## config.mk

```make
export PLATFORM = sky130hd
export DESIGN_NAME = lrp_port
export DESIGN_NICKNAME = d
export VERILOG_FILES = /design/src/lrp_pkg.sv /design/src/lrp_sync2.sv /design/src/lrp_act_mon.sv /design/src/lrp_port.sv
export SDC_FILE = /design/constraint.sdc
export NUM_CORES = 1
export LEC_CHECK = 0
export BUFFER_PORTS_ARGS = -buffer_cell sky130_fd_sc_hd__buf_2
export CAP_MARGIN = 20
export CELL_PAD_IN_SITES_DETAIL_PLACEMENT = 1
export CELL_PAD_IN_SITES_GLOBAL_PLACEMENT = 1
export CORE_ASPECT_RATIO = 0.5
export CORE_MARGIN = 10
export CORE_UTILIZATION = 39
export DETAILED_ROUTE_END_ITERATION = 16
export PLACE_DENSITY_LB_ADDON = 0.1
export SYNTH_ARGS = -nofsm -noshare
export SYNTH_HDL_FRONTEND = slang
export SYNTH_SLANG_ARGS = --single-unit
```

## constraint.sdc

```tcl
create_clock -name i_sys_clk -period 2.25 [get_ports i_sys_clk]
set_input_delay 0.3375 -clock i_sys_clk [delete_from_list [all_inputs] [get_ports i_sys_clk]]
set_output_delay 0.3375 -clock i_sys_clk [all_outputs]
set_load 0.02 [all_outputs]
```

## src/lrp_pkg.sv

```systemverilog
// Package of the line receive output port: map, fields, timing.
// Assumes a 25 MHz system clock and a sampled line clock.
package lrp_pkg;

  // ****************************************
  // Timing
  // ****************************************
  localparam int SYS_CLK_NS       = 40;
  // Master reference clock seen static this long counts as held
  localparam int MCLK_HOLD_NS     = 2000;
  localparam int MCLK_HOLD_CYC    = (MCLK_HOLD_NS + SYS_CLK_NS - 1) / SYS_CLK_NS;
  // No line pulse for this long raises the loss flag
  localparam int LOS_IDLE_NS      = 10240;
  localparam int LOS_IDLE_CYC     = (LOS_IDLE_NS + SYS_CLK_NS - 1) / SYS_CLK_NS;
  // Window in which enough pulses clear the loss flag
  localparam int LOS_WIN_NS       = 5120;
  localparam int LOS_WIN_CYC      = LOS_WIN_NS / SYS_CLK_NS;
  localparam int LOS_CLR_PULSES   = 4;
  // Unipolar select must stay high beyond this many transmit clocks
  localparam int UBS_CYCLES       = 16;

  // ****************************************
  // Register map
  // ****************************************
  localparam int         ADDR_W      = 4;
  localparam int         DATA_W      = 32;
  localparam logic [3:0] OFS_CTRL    = 4'h0;
  localparam logic [3:0] OFS_STATUS  = 4'h4;
  localparam logic [3:0] OFS_MASK    = 4'h8;
  localparam logic [3:0] OFS_STATE   = 4'hc;

  // Control fields
  localparam int CTRL_HOST_BIT   = 0;
  localparam int CTRL_AIS_BIT    = 1;
  localparam logic [1:0] CTRL_RST = 2'h0;

  // Status and mask fields
  localparam int EV_W            = 3;
  localparam int EV_LOS_SET      = 0;
  localparam int EV_LOS_CLR      = 1;
  localparam int EV_VIOL         = 2;
  localparam logic [2:0] EV_RST  = 3'h0;

  // State fields
  localparam int ST_LOS_BIT      = 0;
  localparam int ST_UNI_BIT      = 1;
  localparam int ST_MUX_BIT      = 2;
  localparam int ST_MODE_LSB     = 3;

  // Synchronised pin bundle positions
  localparam int PIN_W           = 8;
  localparam int PIN_LCLK        = 0;
  localparam int PIN_POS         = 1;
  localparam int PIN_NEG         = 2;
  localparam int PIN_MCLK        = 3;
  localparam int PIN_TRANSMIT_CLOCK_IN        = 4;
  localparam int PIN_UBS         = 5;
  localparam int PIN_MUX         = 6;
  localparam int PIN_CLOCK_EDGE_SELECT        = 7;

  // Output mode from the master reference clock pin
  typedef enum logic [2:0] {
    MODE_TRISTATE  = 3'b001,
    MODE_RECOV_CLK = 3'b010,
    MODE_RECOV_DAT = 3'b100
  } lrp_mode_type;

endpackage

```

## src/lrp_sync2.sv

```systemverilog
// Two-stage synchroniser for a bundle of pin levels.
// Assumes the inputs are asynchronous to i_sys_clk.
`timescale 1ns/100ps
`default_nettype none
module lrp_sync2 #(
  parameter int W = 1
) (
  input  wire logic         i_sys_clk,
  input  wire logic         i_rst_n,
  input  wire logic [W-1:0] i_async,
  output logic      [W-1:0] o_sync
);
  logic [W-1:0] meta_ff;
  logic [W-1:0] sync_ff;
  logic [W-1:0] nxt_meta;
  logic [W-1:0] nxt_sync;

  // First stage feeds only the second
  always_comb begin
    nxt_meta = i_async;
    nxt_sync = meta_ff;
  end

  always_ff @(posedge i_sys_clk) begin
    if (!i_rst_n) begin
      meta_ff <= '0;
      sync_ff <= '0;
    end else begin
      meta_ff <= nxt_meta;
      sync_ff <= nxt_sync;
    end
  end

  assign o_sync = sync_ff;
endmodule
`default_nettype wire

```

## src/lrp_act_mon.sv

```systemverilog
// Edge finder and inactivity timer for one synchronised level.
// Assumes the input is already on i_sys_clk.
`timescale 1ns/100ps
`default_nettype none
module lrp_act_mon #(
  parameter int LIMIT = 16
) (
  input  wire logic i_sys_clk,
  input  wire logic i_rst_n,
  input  wire logic i_level,
  output logic      o_rise,
  output logic      o_fall,
  output logic      o_idle
);
  localparam int CW = $clog2(LIMIT + 1);
  localparam logic [CW-1:0] LIM = CW'(LIMIT);

  logic          prev_ff;
  logic [CW-1:0] cnt_ff;
  logic [CW-1:0] nxt_cnt;

  assign o_rise = i_level & ~prev_ff;
  assign o_fall = ~i_level & prev_ff;

  // Count cycles since the last edge, saturating at the limit
  always_comb begin
    if (o_rise || o_fall) begin
      nxt_cnt = '0;
    end else if (cnt_ff != LIM) begin
      nxt_cnt = cnt_ff + CW'(1);
    end else begin
      nxt_cnt = cnt_ff;
    end
  end

  always_ff @(posedge i_sys_clk) begin
    if (!i_rst_n) begin
      prev_ff <= 1'b0;
      cnt_ff  <= '0;
    end else begin
      prev_ff <= i_level;
      cnt_ff  <= nxt_cnt;
    end
  end

  assign o_idle = (cnt_ff == LIM);
endmodule
`default_nettype wire

```

## src/lrp_port.sv

```systemverilog
// Receive output stage of one line port: clock, data, loss flag.
// Assumes sliced line pulses and all pins but reset and the register port asynchronous to i_sys_clk.
//
// Implementation choices: the strobed register port and the register offsets.
`timescale 1ns/100ps
`default_nettype none
// Behaviour
// - Recovered clock; master clock during loss
// - Master held high: clock is data XOR
// - Master held low: clock output floats
// - Master held low: data outputs float
// - Bipolar NRZ, high per pulse polarity
// - Edge select picks valid clock edge
// - Data recovery: RZ, polarity from edge select
// - Unipolar: data on positive, violation on negative
// - Hardware mode: outputs stay active in loss
// - Host mode: config bit picks alarm insertion
// - No transitions for interval raises loss
// - Enough transitions in window clear loss
// - Bus format select: low plain, high multiplexed
// - Unipolar after select high over 16 clocks
module lrp_port
  import lrp_pkg::*;
(
  input  wire logic              i_sys_clk,
  input  wire logic              i_rst_n,
  input  wire logic              i_line_clk,
  input  wire logic              i_line_receive_positive_leg,
  input  wire logic              i_line_receive_negative_leg,
  input  wire logic              i_master_clk,
  input  wire logic              i_transmit_clock_in,
  input  wire logic              i_unipolar_select_in,
  input  wire logic              i_host_bus_format_select,
  input  wire logic              i_clock_edge_select,
  input  wire logic [ADDR_W-1:0] i_addr,
  input  wire logic [DATA_W-1:0] i_wdata,
  input  wire logic              i_wr,
  input  wire logic              i_rd,
  output logic      [DATA_W-1:0] o_rdata,
  output logic                   o_rclk,
  output logic                   o_rclk_oe,
  output logic                   o_receive_positive_out,
  output logic                   o_receive_positive_oe,
  output logic                   o_receive_negative_out,
  output logic                   o_receive_negative_oe,
  output logic                   o_signal_loss_flag,
  output logic                   o_host_mux_mode,
  output logic                   o_irq
);
  localparam int WC = $clog2(LOS_WIN_CYC + 1);
  localparam int PC = $clog2(LOS_CLR_PULSES + 1);
  localparam int UC = $clog2(UBS_CYCLES + 2);

  // ****************************************
  // Pin synchronisation and edge finding
  // ****************************************
  logic [PIN_W-1:0] pin_s;
  logic             lclk_rise, lclk_fall, transmit_clock_in_rise, leg_rise;
  logic             mclk_idle, leg_idle, mclk_rise, mclk_fall;
  logic             pos_s, neg_s, mclk_s, clock_edge_select_s;

  lrp_sync2 #(.W(PIN_W)) u_sync (
    .i_sys_clk (i_sys_clk),
    .i_rst_n   (i_rst_n),
    .i_async   ({i_clock_edge_select, i_host_bus_format_select,
                 i_unipolar_select_in, i_transmit_clock_in, i_master_clk,
                 i_line_receive_negative_leg, i_line_receive_positive_leg,
                 i_line_clk}),
    .o_sync    (pin_s)
  );

  assign pos_s  = pin_s[PIN_POS];
  assign neg_s  = pin_s[PIN_NEG];
  assign mclk_s = pin_s[PIN_MCLK];
  assign clock_edge_select_s = pin_s[PIN_CLOCK_EDGE_SELECT];

  lrp_act_mon #(.LIMIT(LOS_WIN_CYC)) u_lclk (
    .i_sys_clk (i_sys_clk), .i_rst_n (i_rst_n), .i_level (pin_s[PIN_LCLK]),
    .o_rise (lclk_rise), .o_fall (lclk_fall), .o_idle ()
  );
  lrp_act_mon #(.LIMIT(UBS_CYCLES)) u_transmit_clock_in (
    .i_sys_clk (i_sys_clk), .i_rst_n (i_rst_n), .i_level (pin_s[PIN_TRANSMIT_CLOCK_IN]),
    .o_rise (transmit_clock_in_rise), .o_fall (), .o_idle ()
  );
  lrp_act_mon #(.LIMIT(MCLK_HOLD_CYC)) u_mclk (
    .i_sys_clk (i_sys_clk), .i_rst_n (i_rst_n), .i_level (mclk_s),
    .o_rise (mclk_rise), .o_fall (mclk_fall), .o_idle (mclk_idle)
  );
  lrp_act_mon #(.LIMIT(LOS_IDLE_CYC)) u_leg (
    .i_sys_clk (i_sys_clk), .i_rst_n (i_rst_n), .i_level (pos_s | neg_s),
    .o_rise (leg_rise), .o_fall (), .o_idle (leg_idle)
  );

  // ****************************************
  // Mode, loss of signal, unipolar select
  // ****************************************
  lrp_mode_type       mode_ff, nxt_mode;
  logic               los_ff, nxt_los;
  logic [WC-1:0]      win_ff, nxt_win;
  logic [PC-1:0]      pcnt_ff, nxt_pcnt;
  logic [UC-1:0]      ubs_ff, nxt_ubs;
  logic               unipolar;
  logic               los_clear_now;

  assign los_clear_now = los_ff && leg_rise && (pcnt_ff == PC'(LOS_CLR_PULSES - 1));
  assign unipolar      = (ubs_ff > UC'(UBS_CYCLES));

  // Master edges pick recovery, a static level picks by level.
  // Mode holds until then, so outputs stay floating after reset.
  always_comb begin
    nxt_mode = mode_ff;
    if (mclk_rise || mclk_fall) begin
      nxt_mode = MODE_RECOV_CLK;
    end else if (mclk_idle && mclk_s) begin
      nxt_mode = MODE_RECOV_DAT;
    end else if (mclk_idle) begin
      nxt_mode = MODE_TRISTATE;
    end
  end

  // Loss raised on silence, cleared by pulses counted in a window
  always_comb begin
    nxt_los  = los_ff;
    nxt_win  = '0;
    nxt_pcnt = '0;
    if (!los_ff) begin
      nxt_los = leg_idle;
    end else if (los_clear_now) begin
      nxt_los = 1'b0;
    end else if (win_ff != WC'(LOS_WIN_CYC - 1)) begin
      nxt_win  = win_ff + WC'(1);
      nxt_pcnt = pcnt_ff + PC'(leg_rise);
    end
  end

  // Select must stay high over consecutive transmit clocks
  always_comb begin
    if (!pin_s[PIN_UBS]) begin
      nxt_ubs = '0;
    end else if (transmit_clock_in_rise && !unipolar) begin
      nxt_ubs = ubs_ff + UC'(1);
    end else begin
      nxt_ubs = ubs_ff;
    end
  end

  always_ff @(posedge i_sys_clk) begin
    if (!i_rst_n) begin
      mode_ff <= MODE_TRISTATE;
      los_ff  <= 1'b0;
      win_ff  <= '0;
      pcnt_ff <= '0;
      ubs_ff  <= '0;
    end else begin
      mode_ff <= nxt_mode;
      los_ff  <= nxt_los;
      win_ff  <= nxt_win;
      pcnt_ff <= nxt_pcnt;
      ubs_ff  <= nxt_ubs;
    end
  end

  // ****************************************
  // Registers and interrupt
  // ****************************************
  logic [1:0]      ctrl_ff, nxt_ctrl;
  logic [EV_W-1:0] stat_ff, nxt_stat, mask_ff, nxt_mask, ev;
  logic [DATA_W-1:0] rdata_ff, nxt_rdata;
  logic            irq_ff, nxt_irq, viol_now;
  logic            host_mode, ais_act;

  assign host_mode = ctrl_ff[CTRL_HOST_BIT];
  // Hardware mode never substitutes, host mode asks the config bit
  assign ais_act   = host_mode && ctrl_ff[CTRL_AIS_BIT] && los_ff;

  always_comb begin
    ev             = '0;
    ev[EV_LOS_SET] = !los_ff && nxt_los;
    ev[EV_LOS_CLR] = los_ff && !nxt_los;
    ev[EV_VIOL]    = viol_now;
    nxt_ctrl  = ctrl_ff;
    nxt_mask  = mask_ff;
    nxt_stat  = stat_ff;
    nxt_rdata = '0;
    if (i_wr && i_addr == OFS_CTRL) begin
      nxt_ctrl = i_wdata[1:0];
    end
    if (i_wr && i_addr == OFS_MASK) begin
      nxt_mask = i_wdata[EV_W-1:0];
    end
    if (i_wr && i_addr == OFS_STATUS) begin
      nxt_stat = stat_ff & ~i_wdata[EV_W-1:0];
    end
    nxt_stat = nxt_stat | ev;                     // Set wins over clear
    if (i_rd) begin
      case (i_addr)
        OFS_CTRL:   nxt_rdata[1:0]      = ctrl_ff;
        OFS_STATUS: nxt_rdata[EV_W-1:0] = stat_ff;
        OFS_MASK:   nxt_rdata[EV_W-1:0] = mask_ff;
        OFS_STATE: begin
          nxt_rdata[ST_LOS_BIT]              = los_ff;
          nxt_rdata[ST_UNI_BIT]              = unipolar;
          nxt_rdata[ST_MUX_BIT]              = pin_s[PIN_MUX];
          nxt_rdata[ST_MODE_LSB +: 3]        = mode_ff;
        end
        default:    nxt_rdata = '0;             // Unmapped reads zero
      endcase
    end
    nxt_irq = |(nxt_stat & nxt_mask);
  end

  always_ff @(posedge i_sys_clk) begin
    if (!i_rst_n) begin
      ctrl_ff  <= CTRL_RST;
      mask_ff  <= EV_RST;
      stat_ff  <= EV_RST;
      rdata_ff <= '0;
      irq_ff   <= 1'b0;
    end else begin
      ctrl_ff  <= nxt_ctrl;
      mask_ff  <= nxt_mask;
      stat_ff  <= nxt_stat;
      rdata_ff <= nxt_rdata;
      irq_ff   <= nxt_irq;
    end
  end

  // ****************************************
  // Receive data path and output pins
  // ****************************************
  logic cap_pos_ff, cap_neg_ff, nxt_cap_pos, nxt_cap_neg;
  logic last_neg_ff, nxt_last_neg, ais_alt_ff, nxt_ais_alt;
  logic rclk_ff, nxt_rclk, oe_ff, nxt_oe, mux_ff;
  logic receive_positive_out_ff, nxt_receive_positive_out, receive_negative_out_ff, nxt_receive_negative_out, upd;

  // Capture mid-bit on the line clock rising edge
  assign nxt_cap_pos = lclk_rise ? pos_s : cap_pos_ff;
  assign nxt_cap_neg = lclk_rise ? neg_s : cap_neg_ff;
  // Update on the edge opposite to the one the framer samples
  assign upd = clock_edge_select_s ? lclk_fall : lclk_rise;
  // Two marks of one polarity in a row break the alternation
  assign viol_now = upd && unipolar && (cap_pos_ff ^ cap_neg_ff)
                    && (cap_neg_ff == last_neg_ff);

  always_comb begin
    nxt_last_neg = last_neg_ff;
    nxt_ais_alt  = ais_alt_ff;
    nxt_receive_positive_out     = receive_positive_out_ff;
    nxt_receive_negative_out     = receive_negative_out_ff;
    nxt_rclk     = pin_s[PIN_LCLK];
    nxt_oe       = (nxt_mode != MODE_TRISTATE);
    case (mode_ff)
      MODE_RECOV_DAT: begin
        // RZ pass-through, clock from the XOR for an outside recovery
        nxt_rclk = pos_s ^ neg_s;
        nxt_receive_positive_out = clock_edge_select_s ? pos_s : ~pos_s;
        nxt_receive_negative_out = clock_edge_select_s ? neg_s : ~neg_s;
      end
      MODE_RECOV_CLK: begin
        if (los_ff) begin
          nxt_rclk = mclk_s;
        end
        if (upd) begin
          if (ais_act) begin
            nxt_ais_alt = ~ais_alt_ff;
            nxt_receive_positive_out    = unipolar | ~ais_alt_ff;
            nxt_receive_negative_out    = ~unipolar & ais_alt_ff;
          end else if (unipolar) begin
            nxt_receive_positive_out = cap_pos_ff | cap_neg_ff;
            nxt_receive_negative_out = viol_now;
          end else begin
            nxt_receive_positive_out = cap_pos_ff;
            nxt_receive_negative_out = cap_neg_ff;
          end
          if (cap_pos_ff ^ cap_neg_ff) begin
            nxt_last_neg = cap_neg_ff;
          end
        end
      end
      default: begin
        nxt_rclk = 1'b0;
        nxt_receive_positive_out = 1'b0;
        nxt_receive_negative_out = 1'b0;
      end
    endcase
  end

  always_ff @(posedge i_sys_clk) begin
    if (!i_rst_n) begin
      cap_pos_ff  <= 1'b0;
      cap_neg_ff  <= 1'b0;
      last_neg_ff <= 1'b0;
      ais_alt_ff  <= 1'b0;
      rclk_ff     <= 1'b0;
      oe_ff       <= 1'b0;
      receive_positive_out_ff     <= 1'b0;
      receive_negative_out_ff     <= 1'b0;
      mux_ff      <= 1'b0;
    end else begin
      cap_pos_ff  <= nxt_cap_pos;
      cap_neg_ff  <= nxt_cap_neg;
      last_neg_ff <= nxt_last_neg;
      ais_alt_ff  <= nxt_ais_alt;
      rclk_ff     <= nxt_rclk;
      oe_ff       <= nxt_oe;
      receive_positive_out_ff     <= nxt_receive_positive_out;
      receive_negative_out_ff     <= nxt_receive_negative_out;
      mux_ff      <= pin_s[PIN_MUX];
    end
  end

  assign o_rdata                = rdata_ff;
  assign o_rclk                 = rclk_ff;
  assign o_rclk_oe              = oe_ff;
  assign o_receive_positive_out = receive_positive_out_ff;
  assign o_receive_positive_oe  = oe_ff;
  assign o_receive_negative_out = receive_negative_out_ff;
  assign o_receive_negative_oe  = oe_ff;
  assign o_signal_loss_flag     = los_ff;
  assign o_host_mux_mode        = mux_ff;
  assign o_irq                  = irq_ff;
endmodule
`default_nettype wire

```

# Word-level counts from Yosys, hierarchy flattened
# Index checks and enable logic that the tools add are counted.
word_totals:
  elab_cells: 131
  out_inout_bits: 41
  reg_bits: 105
op_classes:
  reduce_logical: 29
  mux: 22
  bitwise_logic: 31
  n_lt_le_gt_ge: 1
  n_addsub: 5
  n_eq_ne: 14
ops:
  columns: ["op", "n"]
  rows:
  - ["3-bit 2-to-1 mux", 5]
  - ["1-bit logical AND", 14]
  - ["1-bit NOT", 14]
  - ["1-bit 2-to-1 mux", 12]
  - ["9-bit by 1-bit adder with 9-bit output, second input constant", 1]
  - ["9-bit equality test, second input constant", 1]
  - ["9-bit inequality test, second input constant", 1]
  - ["3-bit AND reduction", 3]
  - ["8-bit by 1-bit adder with 8-bit output, second input constant", 1]
  - ["1-bit bitwise AND", 8]
  - ["4-bit equality test, second input constant", 2]
  - ["8-bit by 7-bit inequality test with 1-bit output, second input constant", 1]
  - ["2-bit one-hot mux with 4 select lines", 1]
  - ["6-bit by 1-bit adder with 6-bit output, second input constant", 1]
  - ["3-bit bitwise AND", 2]
  - ["3-bit by 2-bit equality test with 1-bit output, second input constant", 2]
  - ["6-bit equality test, second input constant", 1]
  - ["6-bit inequality test, second input constant", 1]
  - ["1-bit one-hot mux with 2 select lines", 3]
  - ["5-bit by 1-bit adder with 5-bit output, second input constant", 1]
  - ["5-bit greater-than comparator, second input constant", 1]
  - ["4-bit by 3-bit equality test with 1-bit output, second input constant", 1]
  - ["4-bit zero test", 1]
  - ["2-bit AND reduction", 2]
  - ["15 further kinds", 22]

# Logic depth before layout (Yosys ltp)
depth:
  word_depth: 11
  ltp_mapped: 8
  depth_no_buf: 8

# Modules after synthesis
# A second synthesis with hierarchy kept.
unflattened:
  hier_cells: 458
  area_unflattened_um2: 4251.6
modules_own_cells:
  columns: ["module", "n_inst", "cells_per_inst", "area_per_inst_um2", "seq_area_each_um2"]
  rows:
  - ["lrp_port", 1, 253, 2203.4, 880.8]
  - ["lrp_act_mon at u_leg", 1, 55, 505.5, 200.2]
  - ["lrp_act_mon at u_lclk", 1, 51, 451.7, 180.2]
  - ["lrp_sync2", 1, 33, 446.7, 320.3]
  - ["lrp_act_mon at u_mclk", 1, 36, 349.1, 140.1]
  - ["lrp_act_mon at u_transmit_clock_in", 1, 30, 295.3, 120.1]

# Worst setup path before layout
# OpenSTA, ideal clock, no wires.
synth_path:
  path_kind: "register to register"
  from: "register ubs_ff[0]"
  to: "register receive_positive_out_ff (netlist: o_receive_positive_out)"
  setup_time_ns: 0.058
  arrival_ns: 1.576
  path_stages_with_launch: 8
  setup_slack_ns: 0.616
  synth_period_minus_slack_ns: 1.634
  path_cell_list: "dfxtp_1 inv_1 ha_1 or3b_1 buf_6 and4_4 a2111oi_4 o21a_1"
synth_via:
  elab_chain_cells: 5
synth_lines:
  columns: ["element", "line_no", "rtl"]
  rows:
  - ["from (decl)", "lrp_port.sv:101", "logic [UC-1:0] ubs_ff, nxt_ubs;"]
  - ["from (signal assigned)", "lrp_port.sv:159", "ubs_ff <= nxt_ubs;"]
  - ["5-bit greater-than comparator *", "lrp_port.sv:106", "assign unipolar = (ubs_ff > UC'(UBS_CYCLES));"]
  - ["1-bit 2-to-1 mux / 1-bit bitwise OR (equally long branches)", "lrp_port.sv:268, lrp_port.sv:266", null]
  - ["1-bit 2-to-1 mux *", "lrp_port.sv:264", "if (ais_act) begin"]
  - ["1-bit 2-to-1 mux *", "lrp_port.sv:263", "if (upd) begin"]
  - ["1-bit one-hot mux with 2 select lines *", "lrp_port.sv:252", "case (mode_ff)"]
  - ["to (signal assigned)", "lrp_port.sv:306", "receive_positive_out_ff <= nxt_receive_positive_out;"]
  - ["to (decl)", "lrp_port.sv:234", "logic receive_positive_out_ff, nxt_receive_positive_out, receive_negative_out_ff, nxt_receive_negative_out, up ..."]
# Mark *: on every way between the ends. The rest lies on a longest branch, timed or not. The select of a mux whose other input is x is not followed.
# A chain may end at the register's enable or synchronous reset.

# Final worst setup path
# Ends and elaborated chain as after synthesis.

==> flow_summary_export.csv <==
group,metric,value,unit
status,run_status,"finished clean",
pwr,seq_power_share,0.443,
setup_path,worst_r2r_path_depth,6,
sta,setup_violations,0,
sta,period_share,0.810,
clock_network,tritoncts,"done",
sta,final-hold-violation-count,0,
place,detailed_place_hpwl,5990,um
clock_network,clkSinkCount,79,
pwr,switching_share,0.216,
setup_path,worstPathMaxFanout,7,
route,routed_via_density,4.84,
final_layout,insertedDiodeCount,0,
floorplanning,die_w,154,um
sta,layout_skew,0.00729,ns
pwr,p_clk_frac,0.499,
logic_synthesis,synth.most_common_cell,"sky130_fd_sc_hd__dfxtp_1",
logic_synthesis,yosys_warnings,0,
logic_synthesis,synth_top_cells_by_count,"sky130_fd_sc_hd__dfxtp_1 (79), sky130_fd_sc_hd__nor2_1 (42), sky130_fd_sc_hd__buf_4 (28)",
clock_network,cts.path.max_buffers,2,
setup_path,critical_path_class,"register to register",
route,routed-via-count,2569,
place,routabilityCongestion,0.818,
pwr,p_leak,0.00169,uW
logic_synthesis,synth_area_per_cell,9.33,um2
clock_network,clk_pin_slew_worst_paths,0.06,ns
floorplanning,floorplan.core_area,8740,um2
sta,timing.final.crit_period,1.82,ns
route,detail_route.drc_violations,0,
grt,grt_first_pass_wirelength,13200,um
final_layout,layout-area-overhead-vs-synth,14.1,%
logic_synthesis,netlist_instances,377,
worst_hold_path,hold_path.startpoint,"i_clock_edge_select",
sta,actual_transition_at_the_worst_max_transition_pin,0.561,ns
grt,largest_net_degree_at_the_start_of_global_routing,25,
sta,maxSlewViolCount,0,
final_layout,final.fill_count,1025,
logic_synthesis,netlist-cell-type-count,51,
setup_path,cp-start-kind,"register",
logic_synthesis,synth_async_sr_flop_share,0,
route,wl_per_cell,14.6,um
final_layout,design.final.nets,469,
floorplanning,std_cell_rows,24,
clock_network,cts_buffers,9,
final_layout,finalCoreUtilization,0.459,
grt,grt_overflow_total,0,
sta,fmax,549,MHz
pwr,ir_worst_vdd,0.380,mV
logic_synthesis,ys_seq_elements,79,
logic_synthesis,number_of_enable_flip_flop_cells_after_synthesis,0,
pwr,power.internal,2570,uW
logic_synthesis,yosys_most_used_dff,"sky130_fd_sc_hd__dfxtp_1",
logic_synthesis,yosysTopAreaCellShare,0.450,
clock_network,clk-insertion-delay-late,0.34,ns
worst_hold_path,hold-path-cell-count,2,
place,quantity_of_i_o_buffers_inserted_on_ports,33,
clock_network,clk_root_buffer_cell,"sky130_fd_sc_hd__clkbuf_16",
floorplanning,design.portCount,89,
flow_run,cap_violations,0,
logic_synthesis,synth_seq_area_share,0.450,
route,detailed_router_s_first_iteration_violation_count,69,
pwr,p_switching,711,uW
floorplanning,floorplan.die.height,87.1,um
floorplanning,starting_density_of_the_core,0.402,
sta,slew_headroom,0.625,
grt,first_global_vias,2831,
grt,number_of_antenna_violations_at_the_first_check_in_global_routing,0,
grt,grt_use_total,0.121,
worst_hold_path,holdPathEnd,"u_sync.meta_ff[7]$_SDFF_PN0_",
logic_synthesis,netlist.top_cell.by_area,"sky130_fd_sc_hd__dfxtp_1",
route,route.antenna.remaining_nets,0,
clock_network,htree_num_levels,3,
route,drt_wl_total,7770,um
setup_path,crit-reg2reg-capture,"o_receive_positive_out$_SDFFE_PN0P_",
pwr,combinationalPowerShare,0.057,
pwr,power_density,819,nW/um2
logic_synthesis,synth.area.top_cells,"sky130_fd_sc_hd__dfxtp_1 (45%), sky130_fd_sc_hd__buf_4 (6.0%), sky130_fd_sc_hd__and2_1 (4.8%), sky130_fd_sc_hd__nor2_1 (4.5%), sky130_fd_sc_hd__ha_1 (4.3%)",
setup_path,setup.reg_to_reg.worst_slack,0.43,ns
setup_path,worst_setup_path_end_kind,"register",
sta,final.setup.tns,0,ns
clock_network,cts.hold.buffers_added,0,
sta,rsz0062_at_grt,"no",
setup_path,crit_required,2.53,ns
clock_network,number_of_buffers_added_for_setup_after_cts,0,
setup_path,critical_path.reg2reg.startpoint,"ubs_ff[0]$_SDFFE_PN0P_",
worst_hold_path,holdCritPathClass,"input pin to register",
clock_network,cts_resized,0,
floorplanning,die-area,13400,um2
final_layout,post_route_cells_drive_above_1_share,0.145,
route,drtPass1Iterations,4,
setup_path,cp.arrival,2.10,ns
logic_synthesis,netlist_area,3520,um2
==> routing by layer <==
layer | vias to the layer above | global-route usage | part of all wire
li1 | 1276 | - | -
met1 | 1230 | 0.131 | 0.44
met2 | 50 | 0.208 | 0.48
met3 | 13 | 0.0542 | 0.060
met4 | 0 | 0.0435 | 0.015
met5 | - | 0 | 0
==> metrics by stage <==
| step | total power, uW | std cells | hold WS [ns] | instance area (um2) | setup WS (ns) |
|---|---|---|---|---|---|
| after floorplan | 1660 | 402 | 0.412 | 3610 | 0.616 |
| after global placement | 1670 | 515 | 0.414 | 3670 | 0.486 |
| after detailed placement | 1670 | 515 | 0.422 | 3670 | 0.448 |
| after CTS | 3340 | 531 | 0.199 | 4010 | 0.426 |
| after global routing | 3430 | 531 | 0.191 | 4010 | 0.330 |
| final | 3290 | 531 | 0.209 | 4010 | 0.429 |
==> critical path: stages (launching register included) <==
cell,delay [ns]
sky130_fd_sc_hd__dfxtp_1,0.34
sky130_fd_sc_hd__inv_1,0.07
sky130_fd_sc_hd__ha_1,0.13
sky130_fd_sc_hd__or3b_1,0.51
sky130_fd_sc_hd__and4_4,0.26
sky130_fd_sc_hd__a2111oi_4,0.32
sky130_fd_sc_hd__o21a_1,0.14
==> sequential cells by signal, indices dropped and copies added (netlist names), 2 cells and up <==
register,count
pcnt_ff,3
mask_ff,3
u_sync.o_sync,8
win_ff,8
ctrl_ff,2
mode_ff,3
u_mclk.cnt_ff,6
stat_ff,3
o_rdata,6
u_leg.cnt_ff,9
u_sync.meta_ff,8
ubs_ff,5
==> placed cells by master (no fill, tap or decap), types with 3 or more instances in the layout <==
cell type	count
sky130_fd_sc_hd__nor3b_1	3
sky130_fd_sc_hd__xor2_1	13
sky130_fd_sc_hd__a31oi_1	8
sky130_fd_sc_hd__buf_2	33
sky130_fd_sc_hd__o21ai_0	6
sky130_fd_sc_hd__and3_1	8
sky130_fd_sc_hd__dfxtp_1	79
sky130_fd_sc_hd__mux2i_1	11
sky130_fd_sc_hd__ha_1	12
sky130_fd_sc_hd__clkbuf_16	9
sky130_fd_sc_hd__nand2_1	14
sky130_fd_sc_hd__and4_1	4
sky130_fd_sc_hd__or2_2	3
sky130_fd_sc_hd__nand3_1	11
sky130_fd_sc_hd__inv_1	25
sky130_fd_sc_hd__a21oi_1	5
sky130_fd_sc_hd__nand2b_1	5
sky130_fd_sc_hd__o22ai_1	3
sky130_fd_sc_hd__conb_1	26
sky130_fd_sc_hd__xnor2_1	14
sky130_fd_sc_hd__bufinv_16	3
sky130_fd_sc_hd__nor2_1	42
sky130_fd_sc_hd__nand4_1	6
sky130_fd_sc_hd__nor3_1	6
sky130_fd_sc_hd__and2_1	27
==> cell families after synthesis <==
group | count (synthesis) | share of synthesized area
compound gates | 38 | 0.0808
xor+xnor | 27 | 0.0673
fa+ha+maj | 12 | 0.0427
buf+inv | 64 | 0.101
flops | 79 | 0.450
mux | 12 | 0.0345
other cells | 1 | 0.00107
simple gates | 144 | 0.223
==> power by group through the flow <==
stage	Combinational [uW]	Sequential, uW	Clock (uW)
final	189	1460	1640
after CTS	189	1460	1700
after floorplan	173	1480	0
after detailed placement	187	1490	0
after global routing	213	1460	1750
after global placement	183	1490	0
==> cell type report <==
| class | count | area, um2 | area share |
|---|---|---|---|
| timing repair buffer | 35 | 180 | 0.0449 |
| sequential | 79 | 1580 | 0.394 |
| multi-input combinational | 259 | 1670 | 0.417 |
| tap | 117 | 146 | 0.0365 |
| inverter | 25 | 93.8 | 0.0234 |
| clock inverter | 6 | 109 | 0.0271 |
| clock buffer | 10 | 229 | 0.0571 |
==> how the worst max path moves through the flow <==
stage                      startpoint                                  end  slack, ns  depth (start not counted)
2_1_floorplan  ubs_ff[0]$_SDFFE_PN0P_  o_receive_positive_out$_SDFFE_PN0P_       0.62                          7
3_3_place_gp   ubs_ff[0]$_SDFFE_PN0P_  o_receive_positive_out$_SDFFE_PN0P_       0.49                          6
3_5_place_dp   ubs_ff[0]$_SDFFE_PN0P_  o_receive_positive_out$_SDFFE_PN0P_       0.45                          6
4_1_cts        ubs_ff[0]$_SDFFE_PN0P_  o_receive_positive_out$_SDFFE_PN0P_       0.43                          6
5_1_grt        ubs_ff[0]$_SDFFE_PN0P_  o_receive_positive_out$_SDFFE_PN0P_       0.33                          6
6_report       ubs_ff[0]$_SDFFE_PN0P_  o_receive_positive_out$_SDFFE_PN0P_       0.43                          6
Note: power is estimated with default switching activity, not from simulation.
